<file path="config.mk">
export PLATFORM = sky130hd
export DESIGN_NAME = adc_threshold_core
export DESIGN_NICKNAME = d
export VERILOG_FILES = /design/src/core/adc_pkg.sv /design/src/core/pin_sync.sv /design/src/core/limit_check.sv /design/src/core/adc_threshold_core.sv
export SDC_FILE = /design/constraint.sdc
export NUM_CORES = 1
export LEC_CHECK = 0
export ABC_AREA = 1
export BUFFER_PORTS_ARGS = -buffer_cell sky130_fd_sc_hd__buf_2
export CORE_ASPECT_RATIO = 1.5
export CORE_UTILIZATION = 60
export DETAILED_ROUTE_END_ITERATION = 6
export HOLD_SLACK_MARGIN = 0.05
export PLACE_DENSITY = 0.78
export SYNTH_ARGS = -nofsm -noshare
export SYNTH_HDL_FRONTEND = slang
export SYNTH_SLANG_ARGS = --single-unit
</file>
<file path="constraint.sdc">
create_clock -name clk_sys -period 2.9 [get_ports clk_sys]
set_clock_uncertainty 0.2 [all_clocks]
set_input_delay 0 -clock clk_sys [delete_from_list [all_inputs] [get_ports clk_sys]]
set_output_delay 0 -clock clk_sys [all_outputs]
set_load 0.005 [all_outputs]
</file>
<file path="src/core/adc_pkg.sv">
package adc_pkg;

	// clock and ready-pulse timing
	localparam int CLK_PERIOD_NS = 10;
	localparam int RDY_PULSE_NS = 1000;
	localparam int RDY_PULSE_CYC = (RDY_PULSE_NS + CLK_PERIOD_NS - 1) / CLK_PERIOD_NS;

	// register selector values
	localparam logic [1:0] PTR_RESULT = 2'h0;
	localparam logic [1:0] PTR_SETUP = 2'h1;
	localparam logic [1:0] PTR_LOWER = 2'h2;
	localparam logic [1:0] PTR_UPPER = 2'h3;

	// reset values
	localparam logic [15:0] RESULT_RESET = 16'h0000;
	localparam logic [15:0] SETUP_RESET = 16'h8583;
	localparam logic [15:0] LOWER_RESET = 16'h8000;
	localparam logic [15:0] UPPER_RESET = 16'h7fff;

	// converter_setup field positions
	localparam int CSS_BIT = 15;
	localparam int IPS_HI = 14;
	localparam int IPS_LO = 12;
	localparam int GRS_HI = 11;
	localparam int GRS_LO = 9;
	localparam int MODE_BIT = 8;
	localparam int SRS_HI = 7;
	localparam int SRS_LO = 5;
	localparam int WSTYLE_BIT = 4;
	localparam int WPOL_BIT = 3;
	localparam int WLAT_BIT = 2;
	localparam int WQUE_HI = 1;
	localparam int WQUE_LO = 0;
	localparam int SIGN_BIT = 15;

	// queue codes and the matching conversion counts
	localparam logic [1:0] QUE_ONE = 2'h0;
	localparam logic [1:0] QUE_TWO = 2'h1;
	localparam logic [1:0] QUE_OFF = 2'h3;
	localparam logic [2:0] QNEED_ONE = 3'h1;
	localparam logic [2:0] QNEED_TWO = 3'h2;
	localparam logic [2:0] QNEED_FOUR = 3'h4;

	// serial bus addresses and commands
	localparam logic [6:0] GEN_CALL_ADDR = 7'h00;
	localparam logic [6:0] ALERT_RESP_ADDR = 7'h0c;
	localparam logic [6:0] DEV_ADDR_DEFAULT = 7'h48;
	localparam logic [7:0] GC_RESET_CMD = 8'h06;
	localparam logic [3:0] BITS_PER_BYTE = 4'h8;

	// serial slave states
	typedef enum logic [2:0] {
		ST_IDLE = 3'b000,
		ST_ADDR = 3'b001,
		ST_ACK = 3'b010,
		ST_RX = 3'b011,
		ST_TX = 3'b100,
		ST_MACK = 3'b101
	} bus_state_t;

endpackage : adc_pkg

</file>
<file path="src/core/pin_sync.sv">
`timescale 1ns/1ps
module pin_sync #(
	parameter int W = 2
) (
	input wire logic clk_sys, // system clock
	input wire logic rst, // synchronous reset, active high
	input wire logic [W-1:0] pin_in, // asynchronous pins
	output logic [W-1:0] pin_out // synchronised copy
);

	typedef struct packed {
		logic [W-1:0] stage1;
		logic [W-1:0] stage2;
	} sync_t;

	sync_t sync_r;
	sync_t sync_nxt;

	// first stage feeds only the second stage
	always_comb begin
		sync_nxt.stage1 = pin_in;
		sync_nxt.stage2 = sync_r.stage1;
	end

	// idle bus level is high
	always_ff @(posedge clk_sys) begin
		if (rst) begin
			sync_r <= '1;
		end else begin
			sync_r <= sync_nxt;
		end
	end

	assign pin_out = sync_r.stage2;

endmodule : pin_sync

</file>
<file path="src/core/limit_check.sv">
`timescale 1ns/1ps
module limit_check (
	input wire logic [15:0] sample, // new conversion result
	input wire logic [15:0] upper, // upper limit, two's complement
	input wire logic [15:0] lower, // lower limit, two's complement
	input wire logic window_style, // 1 selects window comparison
	output logic exceed, // result counts toward the queue
	output logic back_in // result allows a non-latched clear
);

	// signed digital compare of raw codes
	always_comb begin
		if (window_style) begin
			exceed = ($signed(sample) > $signed(upper)) || ($signed(sample) < $signed(lower));
			back_in = !exceed;
		end else begin
			exceed = $signed(sample) > $signed(upper);
			back_in = $signed(sample) < $signed(lower);
		end
	end

endmodule : limit_check

</file>
<file path="src/core/adc_threshold_core.sv">
`timescale 1ns/1ps
// Function
// - start bit write accepted only in power-down; 1 starts one conversion, 0 ignored.
// - start/status bit reads 0 while converting and 1 when idle.
// - bits 14:12 choose the converter input pair, default 000.
// - bits 11:9 choose the full-scale span, default 010.
// - bit 8 selects continuous (0) or single-shot power-down (1), reset 1.
// - bits 7:5 choose the sample rate, default code 100.
// - bit 4 selects traditional (0) or window (1) comparison.
// - bit 3 makes the alert output active low (0) or high (1).
// - non-latched alert clears on a result below the lower limit, or back inside the limits in window mode.
// - latched alert holds until data read or won alert response.
// - queue code 11 disables the comparator and holds the output high.
// - queue codes 00, 01, 10 need one, two or four exceeding results.
// - limits are 16-bit two's complement, compared digitally with results.
// - upper sign 1 with lower sign 0 turns the output into ready.
// - ready follows status in single-shot, pulses per result in continuous.
// - the device never drives the serial clock line.
// - the result register ignores host writes.
// - two-bit selector picks result, setup, lower or upper register.
// - result reads zero after reset until the first conversion ends.
// - general-call command 06h resets all registers and enters power-down.
// - 16-bit values move high byte first, then low byte.
module adc_threshold_core import adc_pkg::*; #(
	parameter logic [6:0] DEV_ADDR = DEV_ADDR_DEFAULT,
	parameter int RDY_CYC = RDY_PULSE_CYC
) (
	input wire logic clk_sys, // system clock, 100 MHz
	input wire logic rst, // synchronous reset, active high
	input wire logic scl_in, // serial clock pin, input only
	input wire logic sda_in, // serial data pin level
	output logic sda_out, // serial data drive value, always 0
	output logic sda_oe_n, // serial data enable, low pulls line low
	input wire logic conv_done, // converter pulse: result ready
	input wire logic [15:0] conv_data, // converter result, two's complement
	output logic conv_run, // converter enable level
	output logic [2:0] input_pair_select, // input pair code to the converter
	output logic [2:0] gain_range_select, // full-scale span code
	output logic [2:0] sample_rate_select, // sample rate code
	output logic alert_pin // alert/ready output level
);

	typedef struct packed {
		logic scl_q;
		logic sda_q;
		bus_state_t st;
		logic [3:0] bit_cnt;
		logic [7:0] shreg;
		logic [1:0] byte_idx;
		logic rw;
		logic gc;
		logic ara;
		logic [1:0] ptr;
		logic [7:0] wr_hi;
		logic sda_oe_n;
		logic sda_out;
		logic [14:0] setup;
		logic [15:0] lower;
		logic [15:0] upper;
		logic [15:0] result;
		logic busy;
		logic conv_run;
		logic [2:0] q_cnt;
		logic alert_act;
		logic [15:0] rdy_cnt;
		logic alert_pin;
	} state_t;

	localparam state_t RESET_ST = '{
		scl_q: 1'b1,
		sda_q: 1'b1,
		st: ST_IDLE,
		sda_oe_n: 1'b1,
		setup: SETUP_RESET[14:0],
		lower: LOWER_RESET,
		upper: UPPER_RESET,
		result: RESULT_RESET,
		alert_pin: 1'b1,
		default: '0
	};

	state_t state_r;
	state_t state_nxt;
	logic scl_s;
	logic sda_s;
	logic exceed;
	logic back_in;

	// register readback, status bit live from the busy flag
	function automatic logic [15:0] read_reg(input logic [1:0] p, input state_t s);
		case (p)
			PTR_RESULT: read_reg = s.result;
			PTR_SETUP: read_reg = {!s.busy, s.setup};
			PTR_LOWER: read_reg = s.lower;
			default: read_reg = s.upper;
		endcase
	endfunction : read_reg

	// number of exceeding results needed per queue code
	function automatic logic [2:0] queue_need(input logic [1:0] q);
		case (q)
			QUE_ONE: queue_need = QNEED_ONE;
			QUE_TWO: queue_need = QNEED_TWO;
			default: queue_need = QNEED_FOUR;
		endcase
	endfunction : queue_need

	// bus pins cross into the system clock domain
	pin_sync #(
		.W(2)
	) u_sync (
		.clk_sys(clk_sys),
		.rst(rst),
		.pin_in({scl_in, sda_in}),
		.pin_out({scl_s, sda_s})
	);

	// limit comparison on the incoming result
	limit_check u_limit (
		.sample(conv_data),
		.upper(state_r.upper),
		.lower(state_r.lower),
		.window_style(state_r.setup[WSTYLE_BIT]),
		.exceed(exceed),
		.back_in(back_in)
	);

	// next-state logic: serial slave, registers, conversion control, alert
	always_comb begin
		logic scl_rise;
		logic scl_fall;
		logic start_c;
		logic stop_c;
		logic load_tx;
		logic gc_reset;
		logic read_clear;
		logic setup_write;
		logic mode_single;
		logic latch;
		logic rdy_mode;
		logic asserted;
		logic done_ok;
		logic [15:0] rd_word;
		logic [15:0] wr_word;
		logic [7:0] tx;
		logic [2:0] q_next;
		scl_rise = 1'b0;
		scl_fall = 1'b0;
		start_c = 1'b0;
		stop_c = 1'b0;
		load_tx = 1'b0;
		gc_reset = 1'b0;
		read_clear = 1'b0;
		setup_write = 1'b0;
		mode_single = state_r.setup[MODE_BIT];
		latch = state_r.setup[WLAT_BIT];
		rdy_mode = state_r.upper[SIGN_BIT] && !state_r.lower[SIGN_BIT];
		asserted = 1'b0;
		done_ok = conv_done && state_r.conv_run;
		rd_word = read_reg(state_r.ptr, state_r);
		wr_word = {state_r.wr_hi, state_r.shreg};
		tx = 8'h00;
		q_next = state_r.q_cnt;
		state_nxt = state_r;

		// edge and start/stop detection on synchronised pins
		state_nxt.scl_q = scl_s;
		state_nxt.sda_q = sda_s;
		scl_rise = scl_s && !state_r.scl_q;
		scl_fall = !scl_s && state_r.scl_q;
		start_c = scl_s && state_r.scl_q && state_r.sda_q && !sda_s;
		stop_c = scl_s && state_r.scl_q && !state_r.sda_q && sda_s;

		// serial slave; only the data line is ever driven
		if (start_c) begin
			state_nxt.st = ST_ADDR;
			state_nxt.bit_cnt = 4'h0;
			state_nxt.byte_idx = 2'h0;
			state_nxt.gc = 1'b0;
			state_nxt.ara = 1'b0;
			state_nxt.sda_oe_n = 1'b1;
		end else if (stop_c) begin
			state_nxt.st = ST_IDLE;
			state_nxt.sda_oe_n = 1'b1;
		end else begin
			case (state_r.st)
				ST_ADDR, ST_RX: begin
					if (scl_rise && state_r.bit_cnt != BITS_PER_BYTE) begin
						state_nxt.shreg = {state_r.shreg[6:0], sda_s};
						state_nxt.bit_cnt = state_r.bit_cnt + 4'h1;
					end else if (scl_fall && state_r.bit_cnt == BITS_PER_BYTE) begin
						state_nxt.st = ST_ACK;
						state_nxt.sda_oe_n = 1'b0; // acknowledge the byte
						if (state_r.st == ST_ADDR) begin
							state_nxt.rw = state_r.shreg[0];
							state_nxt.gc = (state_r.shreg[7:1] == GEN_CALL_ADDR) && !state_r.shreg[0];
							state_nxt.ara = (state_r.shreg[7:1] == ALERT_RESP_ADDR) && state_r.shreg[0]
								&& state_r.alert_act && latch;
							if (!((state_r.shreg[7:1] == DEV_ADDR) || state_nxt.gc || state_nxt.ara)) begin
								state_nxt.st = ST_IDLE;
								state_nxt.sda_oe_n = 1'b1;
							end
						end else if (state_r.gc) begin
							gc_reset = state_r.shreg == GC_RESET_CMD;
						end else begin
							case (state_r.byte_idx)
								2'h0: state_nxt.ptr = state_r.shreg[1:0];
								2'h1: state_nxt.wr_hi = state_r.shreg;
								2'h2: begin
									case (state_r.ptr)
										PTR_SETUP: setup_write = 1'b1;
										PTR_LOWER: state_nxt.lower = wr_word;
										PTR_UPPER: state_nxt.upper = wr_word;
										default: ; // result is read-only
									endcase
								end
								default: ;
							endcase
							if (state_r.byte_idx != 2'h3) begin
								state_nxt.byte_idx = state_r.byte_idx + 2'h1;
							end
						end
					end
				end
				ST_ACK: begin
					if (scl_fall) begin
						if (state_r.rw) begin
							load_tx = 1'b1;
						end else begin
							state_nxt.st = ST_RX;
							state_nxt.bit_cnt = 4'h0;
							state_nxt.sda_oe_n = 1'b1;
						end
					end
				end
				ST_TX: begin
					if (scl_rise) begin
						state_nxt.bit_cnt = state_r.bit_cnt + 4'h1;
						// lost alert-response arbitration to a lower address
						if (state_r.ara && state_r.sda_oe_n && !sda_s) begin
							state_nxt.st = ST_IDLE;
						end
					end else if (scl_fall) begin
						if (state_r.bit_cnt == BITS_PER_BYTE) begin
							state_nxt.st = ST_MACK;
							state_nxt.sda_oe_n = 1'b1;
							read_clear = state_r.ara;
						end else begin
							state_nxt.shreg = {state_r.shreg[6:0], 1'b0};
							state_nxt.sda_oe_n = state_r.shreg[6];
						end
					end
				end
				ST_MACK: begin
					if (scl_rise && sda_s) begin
						state_nxt.st = ST_IDLE; // host ended the read
					end else if (scl_fall) begin
						load_tx = 1'b1;
					end
				end
				default: ;
			endcase
		end

		// load the next byte to transmit, high byte first
		if (load_tx) begin
			if (state_r.ara) begin
				tx = {DEV_ADDR, 1'b0};
			end else if (state_r.byte_idx == 2'h0) begin
				tx = rd_word[15:8];
				read_clear = state_r.ptr == PTR_RESULT;
			end else begin
				tx = rd_word[7:0];
			end
			state_nxt.st = ST_TX;
			state_nxt.bit_cnt = 4'h0;
			state_nxt.shreg = tx;
			state_nxt.sda_oe_n = tx[7];
			state_nxt.byte_idx = 2'h1;
		end

		// setup write; all input-pair codes stored as written
		if (setup_write) begin
			state_nxt.setup = wr_word[14:0];
			if (wr_word[CSS_BIT] && mode_single && !state_r.busy) begin
				state_nxt.busy = 1'b1;
				state_nxt.conv_run = 1'b1;
			end
		end

		// finished conversion updates the result
		if (done_ok) begin
			state_nxt.result = conv_data;
			if (mode_single) begin
				state_nxt.busy = 1'b0;
				state_nxt.conv_run = 1'b0;
			end
		end

		// continuous mode keeps the converter running
		if (!state_nxt.setup[MODE_BIT]) begin
			state_nxt.busy = 1'b1;
			state_nxt.conv_run = 1'b1;
		end

		// comparator queue; a new trip wins over a read clear
		if (read_clear && latch) begin
			state_nxt.alert_act = 1'b0;
		end
		if (state_r.setup[WQUE_HI:WQUE_LO] == QUE_OFF) begin
			state_nxt.q_cnt = 3'h0;
			state_nxt.alert_act = 1'b0;
		end else if (done_ok && !rdy_mode) begin
			if (exceed) begin
				q_next = (state_r.q_cnt < QNEED_FOUR) ? state_r.q_cnt + 3'h1 : state_r.q_cnt;
				state_nxt.q_cnt = q_next;
				if (q_next >= queue_need(state_r.setup[WQUE_HI:WQUE_LO])) begin
					state_nxt.alert_act = 1'b1;
				end
			end else begin
				state_nxt.q_cnt = 3'h0;
				if (!latch && back_in) begin
					state_nxt.alert_act = 1'b0;
				end
			end
		end

		// ready pulse timer for continuous mode
		if (state_r.rdy_cnt != 16'h0000) begin
			state_nxt.rdy_cnt = state_r.rdy_cnt - 16'h0001;
		end
		if (done_ok && rdy_mode && !mode_single) begin
			state_nxt.rdy_cnt = 16'(RDY_CYC);
		end

		// output pin: ready or alert, polarity, disable
		if (rdy_mode) begin
			asserted = mode_single ? !state_r.busy : (state_r.rdy_cnt != 16'h0000);
		end else begin
			asserted = state_r.alert_act;
		end
		if (state_r.setup[WQUE_HI:WQUE_LO] == QUE_OFF) begin
			state_nxt.alert_pin = 1'b1;
		end else begin
			state_nxt.alert_pin = state_r.setup[WPOL_BIT] ? asserted : !asserted;
		end

		// general-call reset returns registers and powers down
		if (gc_reset) begin
			state_nxt.setup = RESET_ST.setup;
			state_nxt.lower = RESET_ST.lower;
			state_nxt.upper = RESET_ST.upper;
			state_nxt.result = RESET_ST.result;
			state_nxt.ptr = PTR_RESULT;
			state_nxt.busy = 1'b0;
			state_nxt.conv_run = 1'b0;
			state_nxt.q_cnt = 3'h0;
			state_nxt.alert_act = 1'b0;
			state_nxt.rdy_cnt = 16'h0000;
		end

		state_nxt.sda_out = 1'b0; // open drain: drive value is always low
	end

	// state register
	always_ff @(posedge clk_sys) begin
		if (rst) begin
			state_r <= RESET_ST;
		end else begin
			state_r <= state_nxt;
		end
	end

	// outputs straight from the state register; no clock line output
	assign sda_out = state_r.sda_out;
	assign sda_oe_n = state_r.sda_oe_n;
	assign conv_run = state_r.conv_run;
	assign input_pair_select = state_r.setup[IPS_HI:IPS_LO];
	assign gain_range_select = state_r.setup[GRS_HI:GRS_LO];
	assign sample_rate_select = state_r.setup[SRS_HI:SRS_LO];
	assign alert_pin = state_r.alert_pin;

endmodule : adc_threshold_core

</file>
# Word level (Yosys, flattened, before mapping)
# Cells that the tools add are included.
dict set report op_classes {
  n_bitwise 5
  n_mux 105
  reduce_logical 78
  add_sub_neg 4
  eq_ne 56
  n_lt_le_gt_ge 4
}
# op n
set op_table {}
lappend op_table {{2-to-1 mux 8 bit} 7}
lappend op_table {{inequality test 5 bit, second input constant} 10}
lappend op_table {{2-to-1 mux 1 bit} 49}
lappend op_table {{one-hot mux 16 bit (3 select lines)} 1}
lappend op_table {{AND reduction 9 bit} 5}
lappend op_table {{2-to-1 mux 3 bit} 14}
lappend op_table {{2-to-1 mux 7 bit} 5}
lappend op_table {{2-to-1 mux 16 bit} 2}
lappend op_table {{AND reduction 7 bit} 4}
lappend op_table {{2-to-1 mux 27 bit} 1}
lappend op_table {{logical AND 1 bit} 25}
lappend op_table {{inequality test 4 bit, second input constant} 6}
lappend op_table {{2-to-1 mux 2 bit} 11}
lappend op_table {{inequality test 3 bit, second input constant} 7}
lappend op_table {{2-to-1 mux 10 bit} 2}
lappend op_table {{inequality test 6 bit, second input constant} 3}
lappend op_table {{2-to-1 mux 17 bit} 1}
lappend op_table {{greater-than comparator 16 bit} 1}
lappend op_table {{less-than comparator 16 bit} 1}
lappend op_table {{inequality test 2 bit, second input constant} 8}
lappend op_table {{one-hot mux 8 bit (2 select lines)} 1}
lappend op_table {{AND reduction 8 bit} 2}
lappend op_table {{nonzero test 16 bit} 1}
lappend op_table {{subtractor 16 x 1 -> 16 bit, second input constant} 1}
lappend op_table {{41 further kinds} 84}
dict set report totals {
  reg_bits 124
  in_bits 21
  out_inout_bits 13
}

# Longest topological paths before layout
# Gate-level depths: netlist of run 1.
dict set report depth {
  depth_word 15
  ltp_mapped 17
}

# Cells and area by module
# A second synthesis of run 1 with hierarchy kept.
dict set report unflattened {
  hier_cells 1130
  hier_area_um2 7402.1
}
# mod area_each_um2 n_inst cells_per_inst
set by_module_without_submodules {}
lappend by_module_without_submodules {adc_threshold_core 6381.1 1 962}
lappend by_module_without_submodules {limit_check 904.6 1 155}
lappend by_module_without_submodules {pin_sync 116.4 1 13}

# Worst setup path after synthesis of run 1
# Ideal clock, no wire load.
dict set report synth_timing {
  path_type {register to register}
  startpoint {register state_r[111] (netlist bit)}
  endpoint {register state_r[60] (netlist bit)}
  slack_ns 0.930
  path_stages_with_launch 13
  arrival_time_ns 1.651
  synth_period_minus_slack_ns 1.970
  required_time_ns 2.581
  path_cell_list {dfxtp_1 -> inv_1 -> ha_1 -> nand2_1 -> nor2_4 -> inv_2 -> a21oi_2 -> nand3_2 -> inv_2 -> nand3_1 -> clkbuf_1 -> o21ai_0 -> a21oi_1}
}
dict set report synth_via {
  elab_chain_cells 8
  elab_cells_between_ends 12
}
# element line_no
set synth_lines {}
lappend synth_lines {{start: declaration} adc_threshold_core.sv:82} ;# state_t state_r;
lappend synth_lines {{start signal: assignment} adc_threshold_core.sv:370} ;# state_r <= state_nxt;
lappend synth_lines {{equality test 4 bit} adc_threshold_core.sv:191} ;# end else if (scl_fall && state_r.bit_cnt == BITS_PER_BYTE) begin
lappend synth_lines {{logical AND 1 bit} adc_threshold_core.sv:191}
lappend synth_lines {{2-to-1 mux 1 bit} adc_threshold_core.sv:191}
lappend synth_lines {{2-to-1 mux 1 bit} adc_threshold_core.sv:188} ;# if (scl_rise && state_r.bit_cnt != BITS_PER_BYTE) begin
lappend synth_lines {{2-to-1 mux 1 bit} adc_threshold_core.sv:186} ;# case (state_r.st)
lappend synth_lines {{2-to-1 mux 1 bit} adc_threshold_core.sv:182} ;# end else if (stop_c) begin
lappend synth_lines {{2-to-1 mux 1 bit} adc_threshold_core.sv:175} ;# if (start_c) begin
lappend synth_lines {{OR reduction 2 bit (no line)} -}
# Several ways; a longest one is shown, not always the timed one.
# A chain may end at the register's enable or synchronous reset.

# Worst setup path in the final report of run 1
dict set report layout_timing {
  startpoint {register state_r[115] (netlist bit)}
  endpoint {register state_r[30] (netlist bit)}
}
dict set report layout_via {
  elab_chain_cells 8
  elab_cells_between_ends 10
}
# element line_no
set layout_lines {}
lappend layout_lines {{equality test 3 x 1 -> 1 bit} {adc_threshold_core.sv:186, adc_threshold_core.sv:194}}
lappend layout_lines {{2-to-1 mux 1 bit} adc_threshold_core.sv:194} ;# if (state_r.st == ST_ADDR) begin
lappend layout_lines {{2-to-1 mux 1 bit} adc_threshold_core.sv:191}
lappend layout_lines {{2-to-1 mux 1 bit} adc_threshold_core.sv:188}
lappend layout_lines {{2-to-1 mux 1 bit (*)} adc_threshold_core.sv:186}
lappend layout_lines {{2-to-1 mux 1 bit (*)} adc_threshold_core.sv:182}
lappend layout_lines {{2-to-1 mux 1 bit (*)} adc_threshold_core.sv:175}
lappend layout_lines {{OR reduction 2 bit (no line) (*)} -}
# Mark *: on every way between the ends. The rest lies on a longest branch, timed or not.

==> run metrics, run 1 <==
I/O Pins=34; GPL Wtd Cong=0.936; Leakage=3.77 nW; TritonCTS Buffers=17; GRT Util Overall=about 34%; number of global-route vias before repair=around 6,600; final wirelength=roughly 20,000 µm; RSZ-0062 raised after global routing=false; crit path time final=around 2700 ps; Post-Syn Instances=962; share of the synthesized area in the top cell type=around a third; Syn Area/Cell=7.25 µm²; largest net degree at the start of global routing=32; DIE WIDTH=~90 µm; post-layout instance area=just over 8000 µm²; Setup crit start kind=register; placed cell area=slightly above 7000 µm²; post-route setup TNS=0 ps; register area share after synthesis=around a third; Clock Path Buffers=2; Main synth FF type=dfxtp_1; max-slew violations=0; FMAX=between 0.3 and 0.4 GHz; period utilisation layout=a little over nine tenths; Ys Warns=0; TritonCTS clock tree=yes; met3 wire len=between 1000 and 1500 µm; Initial Util=a little over three fifths; Critical Path Fanout Max=16; setup bufs post-CTS=0; Hold Crit Class=reg2reg; hold slack final=between 200 and 250 ps; via density per instance=between 5 and 6; Area growth syn-to-layout=18.0%; syn_nets=1,030; Worst-path clk slew=about 60 ps; type of the worst setup path=reg2reg; top layer in use=met4; dpl hpwl=between 10,000 and 15,000 µm; Root Buffer=clkbuf_16; Layout Nets=about 1,100; DRC violations left=0; synthesized cell area=6980 µm²; M1 WL=~7500 µm; endpoints failing hold=0; initial antenna violation count=0; maximum vdd drop=about 0.4 mV; slew at the pin closest to its max-slew limit=around 650 ps; Vias=6,901; Placement Rows=47; first-pass GRT wire length=~32,000 µm; most frequent cells in the layout=nand2_1, inv_1, dfxtp_1, a21oi_1, o21ai_0; I/O Buffers=32; H-tree levels=4; Clk Latency, worst-skew pair=420 ps; Async SR Flop Fraction=0%; # setup viols final=0; clk sinks=123; Core ar.=11,200 µm²; post-synth cell types=54; Iter 0 DRT Violations=526; DR WL met2=between 10,000 and 15,000 µm; synth top area cells=dfxtp_1, nand2_1, ha_1; relative slew slack=a little under three fifths; drt pass-1 iters=7; Power Density=636 nW/µm²; DRT antenna net count=0; DIE HEIGHT=around 130 µm; max-cap check violation count=0; routed length per instance=~17 µm; CP Data Required Time=around 3000 ps; CP Capture Type=register; total die area=around 12,000 µm²; commonest non-fill, non-tap cell in the layout=nand2_1; EDFF count, synth=0; fraction of layout cells with a size suffix above 1=a little under an eighth; global route total overflow=0; Worst EP arrival=2850 ps; status=finished, final reports clean; register bit total from synthesis=123; ant diodes=0; post-synth top area cell=dfxtp_1
-- routing by layer --
layer | vias to the layer above | global-route usage, %
li1 | 3341 | -
met1 | 3179 | 35.5
met2 | 287 | 60.4
met3 | 94 | 6.63
met4 | 0 | 24.6
met5 | - | 0
-- layout make-up --
class                      instances  area (µm²)
inverter                         143         542
clock inverter                    13         214
clock buffer                      19         453
fill                             905        2940
multi-input combinational        657        3740
tap                              147         184
sequential                       123        2460
timing repair buffer              81         636
-- power by group --
| group | total [mW] | internal (mW) | switching (mW) |
|---|---|---|---|
| combinational | 0.951 | 0.311 | 0.639 |
| clock | 2.39 | 1.58 | 0.817 |
| sequential | 1.89 | 1.78 | 0.116 |
| total | 5.24 | 3.66 | 1.57 |
-- cell usage after synthesis (3+ instances only) --
master	instances
a211oi_1	11
a21oi_1	98
a31oi_1	9
buf_2	15
buf_4	11
buf_6	3
clkbuf_1	10
dfxtp_1	123
ha_1	47
inv_1	126
inv_2	16
nand2_1	184
nand2_2	3
nand2_4	3
nand3_1	46
nand3_2	3
nand3b_1	3
nand4_1	7
nor2_1	63
nor2_4	4
nor3_1	17
o211ai_1	27
o21a_1	6
o21ai_0	67
o21ai_1	11
o21bai_1	3
o221ai_1	3
o22ai_1	6
or2_2	4
xor2_1	3
-- cell families (layout without fill, tap and decap cells) --
group | count (synthesis) | after routing | synth area share, %
AOI/OAI and AO/OA | 255 | 255 | 21.4
xor gates and xnor gates | 3 | 3 | 0.377
adders and majority gates | 47 | 47 | 8.43
buffers and inverters | 182 | 256 | 11.0
DFF | 123 | 123 | 35.3
other | 1 | 1 | 0.0537
and+or+nand+nor | 351 | 351 | 23.4
-- state kept, by name, indices dropped and copies added (netlist names) --
| register | cells |
|---|---|
| input_pair_select | 3 |
| state_r | 107 |
| conv_run | 1 |
| u_sync.sync_nxt | 2 |
| gain_range_select | 3 |
| alert_pin | 1 |
| sample_rate_select | 3 |
| sda_oe_n | 1 |
| u_sync.pin_out | 2 |
-- what timing repair did --
action                                  4_1_cts  5_1_grt
endpoints found under the setup margin        0        0
resized for setup                             0        0
hold buffers                                 38        0
hold endpoints to repair                     53        0
-- path summary, 6_finish.rpt --
path                       from                 to  slack (ps)  cells past startpoint
max                state_r[115]        state_r[30]         150                      9
min reg2reg  u_sync.sync_nxt[0]  u_sync.pin_out[0]         210                      1
min          u_sync.sync_nxt[0]  u_sync.pin_out[0]         210                      1
max reg2reg        state_r[115]        state_r[30]         150                      9
-- stage by stage --
stage	power [mW]	setup WS [ps]	instances	utilization [%]
floorplan	2.56	930	962	-
global placement	2.83	555	1113	64.3
detailed placement	2.83	514	1113	64.3
CTS	5.22	209	1183	73.7
global route	5.42	32.1	1183	73.7
finish	5.24	151	1183	73.7
-- critical path, cell delays in order (launching register included) --
cell and delay (ps):
dfxtp_1 640, nand3_2 190, nand2_4 140, o21ai_4 80
nor2_1 100, nand4_1 130, nand2_2 200, buf_4 290
a21oi_1 70, dlygate4sd3_1 570
Note: power is estimated with default switching activity, not from simulation.
==> run 2: changes to the inputs <==
Clock period 2.9 ns to 3 ns, I/O delays scaled along.
==> run 2 against run 1 <==
  * Power fell by 12%
  * Clock-buffer cell count decreased by 1
  * Worst setup slack better by 120 ps
  * Maximum frequency up 0.63%
  * Non-clock buffer count is 2 lower
  * Design area fell by 1.7%
  * Largest power group unchanged
==> run metrics, run 2 (synthesis gave the netlist of run 1 again) <==
FMAX=0.366 GHz (was 0.364 GHz); relative slew slack=56.3% (was 56.7%); Layout Nets=1,089 (was 1,091); RSZ-0062 raised after global routing=false (unchanged); status=finished, final reports clean (unchanged); DIE HEIGHT=134 µm (unchanged); Vias=6,874 (was 6,901); largest net degree at the start of global routing=32 (unchanged); final wirelength=19,700 µm (was 20,100 µm); DIE WIDTH=90.1 µm (unchanged); Critical Path Fanout Max=22 (was 16); Leakage=3.69 nW (was 3.77 nW); type of the worst setup path=reg2reg (unchanged); max-slew violations=0 (unchanged); multi-input logic area=3740 µm² (unchanged); I/O Pins=34 (unchanged); setup bufs post-CTS=0 (unchanged); via density per instance=5.83 (about the same); R2R depth=9 (unchanged); drt pass-1 iters=5 (was 7); ant diodes=0 (unchanged); routed length per instance=16.7 µm (was 17.0 µm); DRT antenna net count=0 (unchanged); hold slack final=210 ps (about the same); sink of the worst hold path=u_sync.pin_out[0] (unchanged); Worst-path clk slew=60 ps (about the same); register area=2460 µm² (unchanged); Worst EP arrival=2820 ps (was 2850 ps); endpoints failing hold=0 (unchanged); Setup crit start kind=register (unchanged); Placement Rows=47 (unchanged); first-pass GRT wire length=32,000 µm (about the same); H-tree levels=4 (unchanged); GPL Wtd Cong=0.957 (was 0.936); post-route setup TNS=0 ps (unchanged); Hold Crit Class=reg2reg (unchanged); dpl hpwl=14,200 µm (was 14,300 µm); R2R Setup Slk=270 ps (was 150 ps); CP Data Required Time=3090 ps (was 3000 ps); Power Density=571 nW/µm² (was 636 nW/µm²); maximum vdd drop=0.420 mV (was 0.409 mV); number of global-route vias before repair=6,651 (was 6,609); period utilisation layout=91.0% (was 94.8%); Core ar.=11,200 µm² (unchanged); Initial Util=62.5% (unchanged); Area growth syn-to-layout=16.0% (was 18.0%); Top reg by flops=state_r (unchanged); DRC violations left=0 (unchanged); most frequent cells in the layout=nand2_1, inv_1, dfxtp_1, a21oi_1, o21ai_0 (unchanged); global route total overflow=0 (unchanged); commonest non-fill, non-tap cell in the layout=nand2_1 (unchanged); CP startpoint=state_r[115] (unchanged); slew at the pin closest to its max-slew limit=654 ps (was 648 ps); clk sinks=123 (unchanged); initial antenna violation count=0 (unchanged); Clock Path Buffers=2 (unchanged); TritonCTS Buffers=17 (unchanged); Clk Latency, worst-skew pair=410 ps (was 420 ps); fill cell count=941 (was 905); I/O Buffers=32 (unchanged); TritonCTS clock tree=yes (unchanged); CP Capture Type=register (unchanged); r2r endpoint=state_r[30] (unchanged); max-cap check violation count=0 (unchanged); worst flop-to-flop path startpoint=state_r[115] (unchanged); Worst Hold Path Cells=1 (unchanged); # setup viols final=0 (unchanged); fraction of layout cells with a size suffix above 1=11.5% (was 11.9%); total die area=12,100 µm² (unchanged); max reg flops=107 (unchanged); Iter 0 DRT Violations=608 (was 526); Root Buffer=clkbuf_16 (unchanged); GRT Util Overall=33.9% (about the same); crit path time final=2730 ps (was 2750 ps); startpoint of the worst hold path=u_sync.sync_nxt[0] (unchanged)
-- run 2: changes by cell type in the layout (fill, tap and decap cells not counted) --
cell,before,now
clkinv_2,1,4
inv_6,1,0
clkbuf_8,2,1
buf_4,10,8
bufinv_16,5,1
clkinv_4,5,1
clkinvlp_4,2,7
-- run 2: worst max-delay path by stage --
stage / cells past startpoint / to
2_1_floorplan: 12 / state_r[60]
3_3_place_gp: 10 / state_r[79]
3_5_place_dp: 10 / state_r[79]
4_1_cts: 9 / state_r[23]
5_1_grt: 9 / state_r[36]
6_report: 9 / state_r[30]
-- run 2: metal layers --
metal  global-route usage (%)  share of wire, %
met5                        0                 0
met1                     36.6                38
met2                     59.7                50
met3                     6.80               5.9
met4                     22.8               6.5
-- run 2: worst max-delay path, stage by stage (launching register included) --
cell and delay, ps:
dfxtp_1 640, nand3_2 190, nand2_4 140, o21ai_4 80, nor2_1 100, nand4_1 140, nand2_2 130, buf_4 300
a21oi_1 90, dlygate4sd3_1 590
-- run 2: final cells by class --
cell class | instances | area share (%)
Clock buffer | 18 | 5.43
Clock inverter | 12 | 1.27
Inverter | 143 | 6.69
Multi-Input combinational cell | 657 | 46.3
Sequential cell | 123 | 30.4
Tap cell | 147 | 2.27
Timing Repair Buffer | 79 | 7.67
-- run 2: report_power, final --
part	switching (mW)	internal (mW)	leakage, nW
combinational	0.616	0.300	2.45
sequential	0.111	1.72	0.994
clock	0.734	1.14	0.247
-- run 2: timing repair --
action,in CTS,in global routing
gates resized for setup,0,0
endpoints found under the hold margin,43,0
hold buffers,38,0
-- run 2: metrics by stage --
stage / cell area [µm²] / power (mW) / utilization (%) / setup WS (ps) / instances
after CTS: 8100 / 4.61 / 72.5 / 352 / 1179
after detailed placement: 7170 / 2.73 / 64.2 / 640 / 1111
after global placement: 7170 / 2.73 / 64.2 / 687 / 1111
after global routing: 8100 / 4.81 / 72.5 / 162 / 1179
final: 8100 / 4.62 / 72.5 / 269 / 1179
after floorplan: 6980 / 2.47 / - / 1030 / 962
==> run 3: changes to the inputs <==
Settings changed: ABC_AREA 1 to 0, BUFFER_PORTS_ARGS -buffer_cell sky130_fd_sc_hd__buf_2 to -buffer_cell sky130_fd_sc_hd__buf_4, CTS_BUF_LIST set to sky130_fd_sc_hd__clkbuf_16.
==> run 3 against run 2 <==
  * Final cell count down 11%
  * Flip-flop and latch count unchanged
  * Highest routed layer unchanged
  * Power up 3.7%
  * Via count down 4.7%
  * Core utilization grew 1.8 points
  * Synthesized area down 1.6%
  * Maximum frequency down 5.4%
  * Worst setup slack got worse by 160 ps
  * Clock-buffer cell count decreased by 1
  * Die area is 1.5% lower
  * Critical path type unchanged
  * Design area up 1.9%
==> run metrics, run 3 <==
total die area=11,900 µm² (was 12,100 µm²); largest net degree at the start of global routing=34 (was 32); # setup viols final=0 (unchanged); type of the worst setup path=reg2reg (unchanged); Post-Syn Instances=828 (was 962); max reg flops=107 (unchanged); R2R Setup Slk=110 ps (was 270 ps); most frequent cells in the layout=nand2_1, dfxtp_1, a21oi_1, nor2_1, inv_1 (was nand2_1, inv_1, dfxtp_1, a21oi_1, o21ai_0); Vias=6,553 (was 6,874); multi-input logic area=3970 µm² (was 3740 µm²); Critical Path Fanout Max=28 (was 22); I/O Pins=34 (unchanged); first-pass GRT wire length=32,800 µm (was 32,000 µm); Syn Area/Cell=8.30 µm² (was 7.25 µm²); max-cap check violation count=0 (unchanged); endpoints failing hold=0 (unchanged); post-layout instance area=8250 µm² (was 8100 µm²); Top reg by flops=state_r (unchanged); slew at the pin closest to its max-slew limit=882 ps (was 654 ps); r2r endpoint=state_r[35] (was state_r[30]); relative slew slack=40.6% (was 56.3%); drt pass-1 iters=6 (was 5); Async SR Flop Fraction=0% (unchanged); Clk Latency, worst-skew pair=420 ps (was 410 ps); Worst-path clk slew=60 ps (about the same); DIE HEIGHT=133 µm (was 134 µm); Worst Hold Path Cells=1 (unchanged); post-synth cell types=62 (was 54); routed length per instance=19.9 µm (was 16.7 µm); TritonCTS Buffers=17 (unchanged); CP Data Required Time=3100 ps (was 3090 ps); Area growth syn-to-layout=20.1% (was 16.0%); commonest non-fill, non-tap cell in the layout=nand2_1 (unchanged); Initial Util=61.8% (was 62.5%); status=finished, final reports clean (unchanged); Layout Nets=956 (was 1,089); placed cell area=7220 µm² (was 7170 µm²); synthesized cell area=6870 µm² (was 6980 µm²); post-route setup TNS=0 ps (unchanged); sink of the worst hold path=u_sync.pin_out[1] (was u_sync.pin_out[0]); via density per instance=6.25 (was 5.83); global route total overflow=0 (unchanged); period utilisation layout=96.3% (was 91.0%); synth top area cells=dfxtp_1, ha_1, nand2_1 (was dfxtp_1, nand2_1, ha_1); synth cell count leaders=nand2_1, dfxtp_1, a21oi_1, nor2_1, inv_1 (was nand2_1, inv_1, dfxtp_1, a21oi_1, o21ai_0); number of global-route vias before repair=6,604 (was 6,651); syn_nets=896 (was 1,030); Worst EP arrival=2990 ps (was 2820 ps); DIE WIDTH=89.4 µm (was 90.1 µm); Power Density=581 nW/µm² (was 571 nW/µm²); register bit total from synthesis=123 (unchanged); Main synth FF type=dfxtp_1 (unchanged); clk sinks=123 (unchanged); I/O Buffers=32 (unchanged); Placement Rows=47 (unchanged); Hold Crit Class=reg2reg (unchanged); CP Capture Type=register (unchanged); maximum vdd drop=0.407 mV (was 0.420 mV); grt peak-use layer=met2 (unchanged); post-synth top area cell=dfxtp_1 (unchanged); Iter 0 DRT Violations=550 (was 608); DRC violations left=0 (unchanged); H-tree levels=4 (unchanged); setup bufs post-CTS=0 (unchanged); Root Buffer=clkbuf_16 (unchanged); ant diodes=0 (unchanged); fill cell count=745 (was 941); FMAX=0.346 GHz (was 0.366 GHz); share of the synthesized area in the top cell type=35.8% (was 35.3%); final wirelength=20,900 µm (was 19,700 µm); fraction of layout cells with a size suffix above 1=13.7% (was 11.5%); Core ar.=11,100 µm² (was 11,200 µm²); initial antenna violation count=0 (unchanged); Setup crit start kind=register (unchanged); startpoint of the worst hold path=u_sync.sync_nxt[1] (was u_sync.sync_nxt[0]); GRT Util Overall=37.1% (was 33.9%); register area share after synthesis=35.8% (was 35.3%); most frequent cell after synthesis=nand2_1 (unchanged); worst flop-to-flop path startpoint=state_r[117] (was state_r[115]); GPL Wtd Cong=0.958 (was 0.957); dpl hpwl=14,200 µm (about the same); Clock Path Buffers=2 (unchanged); EDFF count, synth=0 (unchanged); met2 Use GR=61.2% (was 59.7%); met1 Track Usage GR=39.3% (was 36.6%); RSZ-0062 raised after global routing=false (unchanged); Ys Warns=0 (unchanged); GR Layer Usage met3=8.17% (was 6.80%); max-slew violations=0 (unchanged); Leakage=3.35 nW (was 3.69 nW); register area=2460 µm² (unchanged); R2R depth=8 (was 9); crit path time final=2890 ps (was 2730 ps); DRT antenna net count=0 (unchanged); TritonCTS clock tree=yes (unchanged)
-- run 3: power by group --
| group | leakage [nW] | internal, mW | switching, mW |
|---|---|---|---|
| logic | 2.08 | 0.408 | 0.466 |
| registers | 0.996 | 1.75 | 0.116 |
| clock network | 0.280 | 1.29 | 0.765 |
-- run 3: worst max-delay path by stage --
stage | slack, ps | startpoint | end
floorplan | 360 | state_r[8] | state_r[13]
global placement | 270 | state_r[8] | state_r[13]
detailed placement | 220 | state_r[8] | state_r[13]
CTS | 20 | state_r[111] | state_r[29]
global route | 2 | state_r[8] | state_r[8]
finish | 110 | state_r[117] | state_r[35]
-- run 3: cell type report --
type	count	area share, %
clock inverters	15	1.91
multi-input cells	597	48.1
well taps	147	2.23
flip-flops and latches	123	29.9
clock buffers	17	5.16
inverters	52	2.37
repair buffers	97	10.4
-- run 3: worst max-delay path, cell delays in order (launching register included) --
cell	delay (ps)
dfxtp_1	350
buf_4	200
nand2b_1	210
nor4_1	540
nand3_1	190
nand2b_2	150
buf_6	250
a21oi_1	90
dlygate4sd3_1	580
-- run 3: routing by layer --
metal / vias up / wire length [µm] / part of all wire (%)
li1: 3004 / - / -
met1: 3078 / 7450 / 36
met2: 350 / 10300 / 50
met3: 121 / 1320 / 6.3
met4: 0 / 1750 / 8.4
met5: - / 0 / 0
-- run 3: cell families (layout without fill, tap and decap cells) --
group / after synthesis / count (layout) / share of synthesized area, %
multiplexers: 48 / 48 / 9.95
AND/OR/NAND/NOR: 317 / 317 / 22.1
flip-flops: 123 / 123 / 35.8
adder cells (fa/ha/maj): 47 / 47 / 8.56
XOR/XNOR: 17 / 17 / 2.17
other: 1 / 1 / 0.0546
buffers and inverters: 108 / 181 / 6.67
AO/OA/AOI/OAI: 167 / 167 / 14.7
-- run 3: stage by stage --
stage          power [mW]  instances  hold WS [ps]  util, %  worst slack (ps)
2_1_floorplan        2.53        828          -104        -               362
3_3_place_gp         2.66        973         -9.74     65.0               274
3_5_place_dp         2.72        973         -7.63     65.0               220
4_1_cts              4.78       1048           221     74.1              23.7
5_1_grt              4.97       1048           227     74.2              2.39
6_report             4.79       1048           213     74.2               111
-- run 3: repair_timing --
item	CTS	global route
endpoints found under the hold margin	48	0
endpoints found under the setup margin	0	15
gates resized for setup	0	4
hold buffers	43	0
